===== src/shared/mirq_pkg.sv =====
// Purpose: constants shared by the interrupt and management register block
// Assumes: 32-bit classic wishbone, byte addresses in the low 8 bits
// Notes:   event bit positions are common to status, enable, disable and mask
package mirq_pkg;
	localparam int unsigned ADR_W = 8;
	localparam logic [7:0] OFF_STATUS = 8'h24;
	localparam logic [7:0] OFF_EN = 8'h28;
	localparam logic [7:0] OFF_DIS = 8'h2c;
	localparam logic [7:0] OFF_MASK = 8'h30;
	localparam logic [7:0] OFF_MAN = 8'h34;
	localparam logic [7:0] OFF_PAUSE = 8'h38;
	// event bit positions
	localparam int unsigned B_MGMT_DONE = 0;
	localparam int unsigned B_RX_DONE = 1;
	localparam int unsigned B_RX_USED = 2;
	localparam int unsigned B_TX_USED = 3;
	localparam int unsigned B_TX_UNDER = 4;
	localparam int unsigned B_RETRY = 5;
	localparam int unsigned B_TX_EXHAUST = 6;
	localparam int unsigned B_TX_DONE = 7;
	localparam int unsigned B_RX_OVER = 10;
	localparam int unsigned B_BUS_ERR = 11;
	localparam int unsigned B_PAUSE_RX = 12;
	localparam int unsigned B_PAUSE_ZERO = 13;
	localparam logic [31:0] SRC_BITS = 32'h0000_3cff;
	localparam logic [31:0] STATUS_RST = 32'h0000_0000;
	localparam logic [31:0] MASK_RST = SRC_BITS;
	localparam logic [31:0] MAN_RST = 32'h0000_0000;
	// maintenance fields
	localparam int unsigned MAN_SOF_LO = 30;
	localparam int unsigned MAN_OP_LO = 28;
	localparam int unsigned MAN_DATA_W = 16;
	localparam logic [1:0] SOF_VALID = 2'h1;
	localparam logic [1:0] OP_READ = 2'h2;
	localparam logic [1:0] OP_WRITE = 2'h1;
	// management frame shape
	localparam logic [5:0] IDX_LAST = 6'h3f;
	localparam logic [5:0] IDX_TA = 6'h2e;
	localparam logic [5:0] IDX_DATA = 6'h30;
	localparam logic [31:0] PREAMBLE = 32'hffff_ffff;
	// timing
	localparam int unsigned CLK_NS = 100;
	localparam int unsigned BIT_NS = 100;
	localparam int unsigned QUANTUM_BITS = 512;
	localparam int unsigned QUANTUM_CYCLES = QUANTUM_BITS * BIT_NS / CLK_NS;
	localparam int unsigned MDC_HALF_NS = 400;
	localparam int unsigned MDC_HALF_CYCLES = (MDC_HALF_NS + CLK_NS - 1) / CLK_NS;
	localparam int unsigned PAUSE_W = 16;
endpackage


===== src/shared/mirq_if.sv =====
// Purpose: carrier between the register block and its two engines
// Assumes: one clock domain
// Notes:   pause group and management group
`timescale 1ns/1ps
`default_nettype none
interface mirq_if;
	logic        start;
	logic [31:0] frame;
	logic        read_op;
	logic        busy;
	logic        done;
	logic [15:0] rd_data;
	logic        p_load;
	logic [15:0] p_val;
	logic [15:0] p_count;
	logic        p_expired;
	modport mgmt(input start, frame, read_op, output busy, done, rd_data);
	modport pause(input p_load, p_val, output p_count, p_expired);
endinterface
`default_nettype wire


===== src/rtl/mirq_top.sv =====
// Purpose: event status, interrupt mask and phy maintenance registers
// Assumes: event inputs are one-cycle strobes synchronous to clk_sys_i
// Notes:   classic wishbone slave, one wait state on every access
`timescale 1ns/1ps
`default_nettype none
module mirq_top #(
	parameter int unsigned QUANTUM_CYCLES = mirq_pkg::QUANTUM_CYCLES,
	parameter int unsigned MDC_HALF       = mirq_pkg::MDC_HALF_CYCLES
)(
	// system
	input  wire logic        clk_sys_i,
	input  wire logic        reset_i,
	// wishbone slave
	input  wire logic        wb_cyc_i,
	input  wire logic        wb_stb_i,
	input  wire logic        wb_we_i,
	input  wire logic [7:0]  wb_adr_i,
	input  wire logic [3:0]  wb_sel_i,
	input  wire logic [31:0] wb_dat_i,
	output logic             wb_ack_o,
	output logic [31:0]      wb_dat_o,
	// transmit events
	input  wire logic        tx_late_i,
	input  wire logic        tx_bus_err_i,
	input  wire logic        tx_used_mid_i,
	input  wire logic        tx_queue_ptr_wr_i,
	input  wire logic        retry_limit_i,
	input  wire logic        tx_bufs_exhausted_i,
	input  wire logic        tx_frame_done_i,
	input  wire logic        tx_used_desc_i,
	// receive and dma events
	input  wire logic        rx_overrun_set_i,
	input  wire logic        dma_bus_err_i,
	input  wire logic        rx_frame_stored_i,
	input  wire logic        rx_used_desc_i,
	// pause frames
	input  wire logic        pause_frame_i,
	input  wire logic [15:0] pause_frame_val_i,
	// management pins
	input  wire logic        mgmt_data_i,
	output logic             mgmt_clk_o,
	output logic             mgmt_data_o,
	output logic             mgmt_data_oe_o,
	// interrupt
	output logic             irq_o
);
	if (QUANTUM_CYCLES < 1 || MDC_HALF < 1) begin
		$error("timing parameters must be at least one cycle");
	end

	mirq_if lnk();

	logic [31:0] status_reg;
	logic [31:0] status_next;
	logic [31:0] mask_reg;
	logic [31:0] man_reg;
	logic [31:0] ev;
	logic [31:0] rdata;
	logic [31:0] en_bits;
	logic [31:0] dis_bits;
	logic [31:0] pause_wr_val;
	logic        start_reg;
	logic        req;
	logic        wr_stb;
	logic        rd_stb;
	logic        frame_ok;

	function automatic logic [31:0] be_merge(
		input logic [31:0] old_v,
		input logic [31:0] new_v,
		input logic [3:0]  sel
	);
		logic [31:0] m;
		m = {{8{sel[3]}}, {8{sel[2]}}, {8{sel[1]}}, {8{sel[0]}}};
		return (old_v & ~m) | (new_v & m);
	endfunction

	function automatic logic hit(
		input logic [7:0] adr,
		input logic [7:0] off
	);
		return adr == off;
	endfunction

	// bus handshake
	assign req = wb_cyc_i && wb_stb_i && !wb_ack_o;
	assign wr_stb = req && wb_we_i;
	assign rd_stb = req && !wb_we_i;

	always_ff @(posedge clk_sys_i or posedge reset_i) begin
		if (reset_i) begin
			wb_ack_o <= 1'b0;
		end else begin
			wb_ack_o <= req;
		end
	end

	always_ff @(posedge clk_sys_i or posedge reset_i) begin
		if (reset_i) begin
			wb_dat_o <= '0;
		end else if (rd_stb) begin
			wb_dat_o <= rdata;
		end
	end

	always_comb begin
		rdata = '0;
		unique case (wb_adr_i)
			mirq_pkg::OFF_STATUS: rdata = status_reg;
			mirq_pkg::OFF_MASK: rdata = mask_reg & mirq_pkg::SRC_BITS;
			mirq_pkg::OFF_MAN: rdata = man_reg;
			mirq_pkg::OFF_PAUSE: rdata = {16'h0, lnk.p_count};
			default: rdata = '0;
		endcase
	end

	// event collection
	always_comb begin
		ev = '0;
		ev[mirq_pkg::B_TX_UNDER] = tx_late_i | tx_bus_err_i | tx_used_mid_i | tx_queue_ptr_wr_i;
		ev[mirq_pkg::B_TX_EXHAUST] = tx_bufs_exhausted_i;
		ev[mirq_pkg::B_TX_DONE] = tx_frame_done_i;
		ev[mirq_pkg::B_RX_OVER] = rx_overrun_set_i;
		ev[mirq_pkg::B_BUS_ERR] = dma_bus_err_i;
		ev[mirq_pkg::B_PAUSE_RX] = pause_frame_i;
		ev[mirq_pkg::B_PAUSE_ZERO] = lnk.p_expired;
		ev[mirq_pkg::B_MGMT_DONE] = lnk.done;
		ev[mirq_pkg::B_RX_USED] = rx_used_desc_i;
		ev[mirq_pkg::B_TX_USED] = tx_used_desc_i;
		ev[mirq_pkg::B_RX_DONE] = rx_frame_stored_i;
		ev[mirq_pkg::B_RETRY] = retry_limit_i;
	end

	// status flags, read clears, new event wins
	always_comb begin
		status_next = status_reg;
		if (rd_stb && hit(wb_adr_i, mirq_pkg::OFF_STATUS)) begin
			status_next = '0;
		end
		status_next = status_next | (ev & mirq_pkg::SRC_BITS);
	end

	always_ff @(posedge clk_sys_i or posedge reset_i) begin
		if (reset_i) begin
			status_reg <= mirq_pkg::STATUS_RST;
		end else begin
			status_reg <= status_next;
		end
	end

	// interrupt mask, one means masked
	always_comb begin
		en_bits = '0;
		dis_bits = '0;
		if (wr_stb && hit(wb_adr_i, mirq_pkg::OFF_EN)) begin
			en_bits = be_merge('0, wb_dat_i, wb_sel_i) & mirq_pkg::SRC_BITS;
		end
		if (wr_stb && hit(wb_adr_i, mirq_pkg::OFF_DIS)) begin
			dis_bits = be_merge('0, wb_dat_i, wb_sel_i) & mirq_pkg::SRC_BITS;
		end
	end

	always_ff @(posedge clk_sys_i or posedge reset_i) begin
		if (reset_i) begin
			mask_reg <= mirq_pkg::MASK_RST;
		end else begin
			mask_reg <= (mask_reg & ~en_bits) | dis_bits;
		end
	end

	always_ff @(posedge clk_sys_i or posedge reset_i) begin
		if (reset_i) begin
			irq_o <= 1'b0;
		end else begin
			irq_o <= |(status_reg & ~mask_reg & mirq_pkg::SRC_BITS);
		end
	end

	// phy maintenance register
	always_comb begin
		logic [31:0] nv;
		nv = be_merge(man_reg, wb_dat_i, wb_sel_i);
		frame_ok = (nv[mirq_pkg::MAN_SOF_LO +: 2] == mirq_pkg::SOF_VALID)
			&& (nv[mirq_pkg::MAN_OP_LO +: 2] == mirq_pkg::OP_READ
			|| nv[mirq_pkg::MAN_OP_LO +: 2] == mirq_pkg::OP_WRITE);
	end

	always_ff @(posedge clk_sys_i or posedge reset_i) begin
		if (reset_i) begin
			man_reg <= mirq_pkg::MAN_RST;
			start_reg <= 1'b0;
		end else begin
			start_reg <= 1'b0;
			if (wr_stb && hit(wb_adr_i, mirq_pkg::OFF_MAN) && !lnk.busy && !start_reg) begin
				man_reg <= be_merge(man_reg, wb_dat_i, wb_sel_i);
				start_reg <= frame_ok;
			end else if (lnk.done && lnk.read_op) begin
				man_reg[mirq_pkg::MAN_DATA_W-1:0] <= lnk.rd_data;
			end
		end
	end

	assign lnk.start = start_reg;
	assign lnk.frame = man_reg;
	assign lnk.read_op = (man_reg[mirq_pkg::MAN_OP_LO +: 2] == mirq_pkg::OP_READ);

	// pause time counter load, software write wins
	assign pause_wr_val = be_merge({16'h0, lnk.p_count}, wb_dat_i, wb_sel_i);
	assign lnk.p_load = (wr_stb && hit(wb_adr_i, mirq_pkg::OFF_PAUSE)) || pause_frame_i;
	assign lnk.p_val = (wr_stb && hit(wb_adr_i, mirq_pkg::OFF_PAUSE))
		? pause_wr_val[mirq_pkg::PAUSE_W-1:0] : pause_frame_val_i;

	mirq_pause #(
		.QUANTUM   (QUANTUM_CYCLES)
	) u_pause (
		.clk_sys_i (clk_sys_i),
		.reset_i   (reset_i),
		.lnk       (lnk.pause)
	);

	mirq_mgmt #(
		.HALF      (MDC_HALF)
	) u_mgmt (
		.clk_sys_i (clk_sys_i),
		.reset_i   (reset_i),
		.lnk       (lnk.mgmt),
		.mdio_i    (mgmt_data_i),
		.mdc_o     (mgmt_clk_o),
		.mdio_o    (mgmt_data_o),
		.mdio_oe_o (mgmt_data_oe_o)
	);
endmodule
`default_nettype wire


===== src/rtl/mirq_pause.sv =====
// Purpose: pause time counter, one decrement per quantum
// Assumes: load pulses come from the register block
// Notes:   expiry pulses only on a count from one to zero
`timescale 1ns/1ps
`default_nettype none
module mirq_pause #(
	parameter int unsigned QUANTUM = mirq_pkg::QUANTUM_CYCLES
)(
	// system
	input  wire logic clk_sys_i,
	input  wire logic reset_i,
	// carrier
	mirq_if.pause     lnk
);
	localparam int unsigned DW = $clog2(QUANTUM + 1);
	if (QUANTUM < 1) begin
		$error("quantum must be at least one cycle");
	end
	logic [DW-1:0] div_reg;
	logic          tick;
	assign tick = (div_reg == DW'(QUANTUM - 1));
	always_ff @(posedge clk_sys_i or posedge reset_i) begin
		if (reset_i) begin
			div_reg <= '0;
		end else if (lnk.p_load || lnk.p_count == '0 || tick) begin
			div_reg <= '0;
		end else begin
			div_reg <= div_reg + DW'(1);
		end
	end
	always_ff @(posedge clk_sys_i or posedge reset_i) begin
		if (reset_i) begin
			lnk.p_count <= '0;
			lnk.p_expired <= 1'b0;
		end else begin
			lnk.p_expired <= 1'b0;
			if (lnk.p_load) begin
				lnk.p_count <= lnk.p_val;
			end else if (tick && lnk.p_count != '0) begin
				lnk.p_count <= lnk.p_count - 16'h1;
				lnk.p_expired <= (lnk.p_count == 16'h1);
			end
		end
	end
endmodule
`default_nettype wire


===== src/rtl/mirq_mgmt.sv =====
// Purpose: shifts one management frame out to the phy
// Assumes: start only while idle, frame stable while busy
// Notes:   32 preamble ones, then the 32-bit frame msb first
`timescale 1ns/1ps
`default_nettype none
module mirq_mgmt #(
	parameter int unsigned HALF = mirq_pkg::MDC_HALF_CYCLES
)(
	// system
	input  wire logic clk_sys_i,
	input  wire logic reset_i,
	// carrier
	mirq_if.mgmt      lnk,
	// pins
	input  wire logic mdio_i,
	output logic      mdc_o,
	output logic      mdio_o,
	output logic      mdio_oe_o
);
	localparam int unsigned DW = $clog2(HALF + 1);
	if (HALF < 1) begin
		$error("management half period must be at least one cycle");
	end
	typedef enum logic {MG_IDLE, MG_RUN} mirq_mg_t;
	mirq_mg_t      state_reg;
	logic [DW-1:0] div_reg;
	logic [5:0]    idx_reg;
	logic [63:0]   sh_reg;
	logic          rd_reg;
	logic          tick;
	assign tick = (div_reg == DW'(HALF - 1));
	assign lnk.busy = (state_reg != MG_IDLE);
	always_ff @(posedge clk_sys_i or posedge reset_i) begin
		if (reset_i) begin
			state_reg <= MG_IDLE;
			div_reg <= '0;
			idx_reg <= '0;
			sh_reg <= '0;
			rd_reg <= 1'b0;
			mdc_o <= 1'b0;
			mdio_o <= 1'b0;
			mdio_oe_o <= 1'b0;
			lnk.done <= 1'b0;
			lnk.rd_data <= '0;
		end else begin
			lnk.done <= 1'b0;
			unique case (state_reg)
				MG_IDLE: begin
					mdc_o <= 1'b0;
					mdio_oe_o <= 1'b0;
					if (lnk.start) begin
						state_reg <= MG_RUN;
						div_reg <= '0;
						idx_reg <= '0;
						sh_reg <= {mirq_pkg::PREAMBLE, lnk.frame};
						rd_reg <= lnk.read_op;
						mdio_o <= 1'b1;
						mdio_oe_o <= 1'b1;
					end
				end
				MG_RUN: begin
					div_reg <= tick ? '0 : div_reg + DW'(1);
					if (tick) begin
						mdc_o <= ~mdc_o;
						if (!mdc_o && rd_reg && idx_reg >= mirq_pkg::IDX_DATA) begin
							lnk.rd_data <= {lnk.rd_data[14:0], mdio_i};
						end
						if (mdc_o && idx_reg == mirq_pkg::IDX_LAST) begin
							state_reg <= MG_IDLE;
							mdio_oe_o <= 1'b0;
							lnk.done <= 1'b1;
						end else if (mdc_o) begin
							idx_reg <= idx_reg + 6'h1;
							sh_reg <= {sh_reg[62:0], 1'b0};
							mdio_o <= sh_reg[62];
							mdio_oe_o <= !(rd_reg && (idx_reg + 6'h1) >= mirq_pkg::IDX_TA);
						end
					end
				end
			endcase
		end
	end
endmodule
`default_nettype wire


===== config.mk =====
export PLATFORM = sky130hd
export DESIGN_NAME = mirq_top
export DESIGN_NICKNAME = d
export VERILOG_FILES = /design/src/shared/mirq_pkg.sv /design/src/shared/mirq_if.sv /design/src/rtl/mirq_top.sv /design/src/rtl/mirq_pause.sv /design/src/rtl/mirq_mgmt.sv
export SDC_FILE = /design/constraint.sdc
export NUM_CORES = 1
export LEC_CHECK = 0
export BUFFER_PORTS_ARGS = -buffer_cell sky130_fd_sc_hd__buf_4
export CAP_MARGIN = 20
export CORE_MARGIN = 5
export CORE_UTILIZATION = 63
export DETAILED_ROUTE_END_ITERATION = 12
export GPL_ROUTABILITY_DRIVEN = 1
export PLACE_DENSITY = 0.86
export SLEW_MARGIN = 20
export SYNTH_ARGS = -nofsm -noshare
export SYNTH_HDL_FRONTEND = slang
export SYNTH_SLANG_ARGS = --single-unit

===== constraint.sdc =====
create_clock -name clk_sys_i -period 14.7 [get_ports clk_sys_i]
set_clock_uncertainty 0.2 [all_clocks]
set_input_delay 3.675 -clock clk_sys_i [delete_from_list [all_inputs] [get_ports clk_sys_i]]
set_output_delay 3.675 -clock clk_sys_i [all_outputs]
set_load 0.01 [all_outputs]

**Word-level counts from Yosys, hierarchy flattened**

Index checks and enable logic that the tools add are counted.

- Output and inout bits: 37
- Bits in registers: 252
- Word-level logic and storage cells: 144

- $add $sub $neg: 4
- Equal/unequal tests: 19
- Bitwise gates (word level): 17
- Magnitude comparators: 2
- Mux-type cells: 44
- Reduce and logical (&&, ||, !) cells: 37

Operator list:

| operator | count |
|---|---|
| two-way mux 63 bit | 4 |
| one-hot mux 32 bit (4 select lines) | 1 |
| one-hot mux 63 bit (2 select lines) | 1 |
| AND 32 bit | 3 |
| two-way mux 16 bit | 5 |
| inverter 32 bit | 2 |
| OR 32 bit | 2 |
| == test 8 x 6 -> 1 bit, second input constant | 6 |
| two-way mux 32 bit | 1 |
| OR 32 x 14 -> 32 bit | 1 |
| two-way mux 14 bit | 2 |
| two-way mux 6 bit | 4 |
| logical AND 1 bit | 18 |
| two-way mux 1 bit | 17 |
| AND 16 bit | 1 |
| == test 16 x 1 -> 1 bit, second input constant | 1 |
| logical NOT 16 bit | 1 |
| OR 16 bit | 1 |
| nonzero test 16 bit | 1 |
| subtractor 16 x 1 -> 16 bit, second input constant | 1 |
| AND 14 bit | 1 |
| inverter 14 bit | 1 |
| >= comparator 6 bit, second input constant | 2 |
| one-hot mux 6 bit (2 select lines) | 1 |
| other kinds (24) | 45 |

**Logic depth before layout (Yosys ltp)**

- Depth in word-level cells: 8
- Gate-level depth with buffers: 8
- Mapped depth without buffers: 7

**Hierarchy**

From an unflattened synthesis, not the netlist that was laid out.

- Cells, all modules: 906
- Area total of the unflattened synthesis: 10182.3 µm²

By module, submodules not included:

| module | cells each | sequential area each (µm²) | times used | area an instance (µm²) |
|---|---|---|---|---|
| mirq_top | 399 | 2292.2 | 1 | 4553.1 |
| mirq_mgmt | 320 | 2352.3 | 1 | 3933.8 |
| mirq_pause | 187 | 675.6 | 1 | 1695.4 |

**Least setup slack after synthesis**

No wires, ideal clock.

- Kind: input port to flip-flop
- From: input wb_we_i
- To: register (tool-made name)
- Path buffers: 2
- Arrival: 5051 ps
- Slack: 9357 ps
- Library setup time: 92 ps
- Stages: 7
- Path through: and4b_1 -> clkbuf_1 -> a31oi_2 -> a21boi_4 -> or2_1 -> buf_6 -> o31ai_2

RTL lines:

| what | RTL line | text |
|---|---|---|
| start, declared | mirq_top.sv:16 | `input wire logic wb_we_i,` |

**Worst setup path in the final report**

- From: input wb_adr_i[4]
- To: register wb_dat_o[4]

- Longest elaborated chain between the ends: 2
- Elaborated cells between the ends (all ways): 5
- Classes of those cells: eq/ne: 4; mux: 1

Ends and longest elaborated chain:

| what | RTL line | text |
|---|---|---|
| start, declared | mirq_top.sv:17 | `input wire logic [7:0] wb_adr_i,` |
| == test 8 x 6 -> 1 bit | mirq_top.sv:108 | `unique case (wb_adr_i)` |
| one-hot mux 32 bit (4 select lines) (*) | mirq_top.sv:108 |  |
| end signal, assigned | mirq_top.sv:102 | `wb_dat_o <= rdata;` |
| end, declared | mirq_top.sv:21 | `output logic [31:0] wb_dat_o,` |

Mark *: on every way between the ends. The rest lies on a longest branch, timed or not.
A chain may end at the register's enable or synchronous reset.

==> key figures <==
Run status
  • Run status: finished, final reports clean

STA
  • RSZ-0062 raised after global routing: no
  • Hold Slack: 232.5 ps
  • Final Hold Vio Count: 0
  • Max-slew violations: 0
  • Tightest Pin Transition: 1080 ps
  • Part of the cycle the worst path needs: 40.87%
  • Setup-failing EPs final: 0
  • Max Fclk: 166.5 MHz
  • Setup TNS: 0 ps
  • Min cycle time layout: 6008 ps
  • Rel. slew slack: 27.45%

CTS
  • CTS tree: yes
  • Postcts setup bufs: 0
  • Clk slew on worst S/H paths: 60 ps
  • Num CTS Buffers: 22
  • Total clock sinks: 212
  • Post_cts resized: 0
  • Cts hold-fix bufs: 0
  • CTS H-Tree Depth: 1
  • Root Buffer Master: clkbuf_16
  • Clock Tree Buf Depth: 3
  • Clock Latency Late Sink: 500 ps

Worst setup path
  • FF-to-FF path depth: 5
  • CP Class: input pin to flip-flop
  • R2r setup slk: 11800 ps
  • CP Capture Type: flip-flop
  • Crit path DAT: 6240 ps
  • Crit-path max FO: 14
  • Worst Setup Start Kind: input pin
  • CP required: 14930 ps

Synthesis
  • EDFF count, synth: 0
  • Cell variety after synth: 78
  • Syn avg cell area: 10.08 µm²
  • Post-synth ARST share: 100.0%
  • Share of the synthesized area in the top cell type: 50.45%
  • Cell Area, Synth: 9921 µm²
  • Synthesized flop and latch total: 212
  • Sequential element share of the synthesized area: 53.63%
  • Most frequent cell after synthesis: dfrtp_1
  • Gate Count Post-Synth: 984
  • Leading area contributor after synthesis: dfrtp_1
  • Top cells by count, synth: 200 x dfrtp_1, 115 x nand2_1, 101 x nor2_1, 74 x o21ai_0, 61 x a21oi_1
  • Most frequently used flop master after synthesis: dfrtp_1
  • Mapped Nets: 1069
  • Yosys warnings: 0
  • Ranking of synthesized cells by area: dfrtp_1 50%, nand2_1 4.4%, nor2_1 3.8%, o21ai_0 3.7%, mux2_2 3.6%

Global routing
  • Grt ovf: 0
  • First-pass GRT wire length: 40090 µm
  • Vias in the first global route: 7799
  • GRT Util Overall: 27.17%
  • Antenna violations before repair: 0
  • Largest net degree at the start of global routing: 139

Floorplanning
  • Initial core utilization: 64.78%
  • Core area: 15310 µm²
  • DIE WIDTH: 135.5 µm
  • Io pins: 116
  • Chip height: 135.5 µm
  • # rows: 45
  • Die area: 18360 µm²

Route
  • Via density: 6.253
  • Final ANT Viol Nets: 0
  • WL per Instance: 19.14 µm
  • Initial detailed-routing violation count: 800
  • DR DRC count: 0
  • DR vias: 8122
  • Total routed wirelength: 24860 µm
  • Drt first pass iters: 6

Final layout
  • Share of layout cells above drive strength 1: 20.31%
  • Final-stage net count: 1157
  • Area Overhead vs Synth: 16.22%
  • Diode count: 0

Placement
  • GP Congestion: 0.9158
  • DP Wirelength: 16540 µm
  • PortBufs: 115

Worst hold path
  • Hold depth: 1
  • Worst hold-check path type: flip-flop to flip-flop

Power
  • Leak pwr: 5.516 nW
  • Cell Pwr Density: 104.6 nW/µm²
  • Peak supply drop: 0.1014 mV

Run
  • Max_cap viols: 0
-- cell families (layout without fill, tap and decap cells) --
family | Yosys count | after routing | share of synthesized area [%]
xor gates and xnor gates | 14 | 14 | 1.236
adders and majority gates | 6 | 6 | 0.7567
muxes | 69 | 69 | 7.504
and+or+nand+nor | 324 | 324 | 15.58
DFF | 212 | 212 | 53.63
AOI/OAI and AO/OA | 260 | 260 | 17.09
buffers and inverters | 99 | 203 | 4.212
-- per-layer routing --
metal | up-vias | wire (µm) | track usage, %
li1 | 3673 | - | -
met1 | 3992 | 10110 | 37.65
met2 | 384 | 11870 | 43.67
met3 | 73 | 1987 | 5.275
met4 | 0 | 899 | 8.791
met5 | - | 0 | 0
-- report_power, final --
part | switching (mW) | total [mW] | leakage (nW) | internal, mW
clock network | 0.220 | 0.520 | 0.321 | 0.300
registers | 0.0136 | 0.607 | 2.74 | 0.594
logic | 0.0452 | 0.0794 | 2.46 | 0.0342
total | 0.279 | 1.21 | 5.52 | 0.928
-- worst max-delay path, cell delays in order --
cell	delay [ps]
buf_4	110
nor4b_1	780
and2_0	760
inv_1	130
a21oi_2	550
a22o_1	220
-- cell usage in the layout, fill, tap and decap left out, drive strengths merged, types with 7 or more instances in the layout --
cell type and count:
o22ai 22, nand2 115, a221oi 7, nand3 37, nand4 8, buf 122, mux2 34, a22o 24
xor2 10, dfstp 12, nor3 12, inv 41, a221o 12, a21o 10, nor2 103, dfrtp 200
a21oi 62, mux2i 35, o31ai 9, clkbuf 38, o21ai 80
-- final cells by class --
class,count,area (µm²)
flip-flops and latches,212,5321
multi-input cells,673,4205
fillers,1091,3785
repair buffers,122,915.9
clock buffers,38,651.9
well taps,211,264.0
inverters,41,161.4
clock inverters,2,10.01
-- per-stage QoR --
step | power, mW | util [%] | instances | setup WS, ps | instance area (µm²)
6_report | 1.207 | 75.29 | 1299 | 8692 | 11530
2_1_floorplan | 0.6581 | - | 984 | 5051 | 9921
5_1_grt | 1.247 | 75.29 | 1299 | 8596 | 11530
4_1_cts | 1.212 | 75.28 | 1299 | 8844 | 11530
3_5_place_dp | 0.6965 | 70.96 | 1259 | 8346 | 10870
3_3_place_gp | 0.6949 | 70.96 | 1259 | 8519 | 10870
-- worst paths after layout --
kind                                        from                 end
max                                  wb_adr_i[4]         wb_dat_o[4]
min reg2reg                u_pause.lnk.p_expired      status_reg[13]
min in group asynchronous                reset_i  u_pause.div_reg[4]
max reg2reg                             wb_ack_o           flip-flop
max in group asynchronous                reset_i     u_mgmt.lnk.busy
min                        u_pause.lnk.p_expired      status_reg[13]
Note: power is estimated with default switching activity, not from simulation.
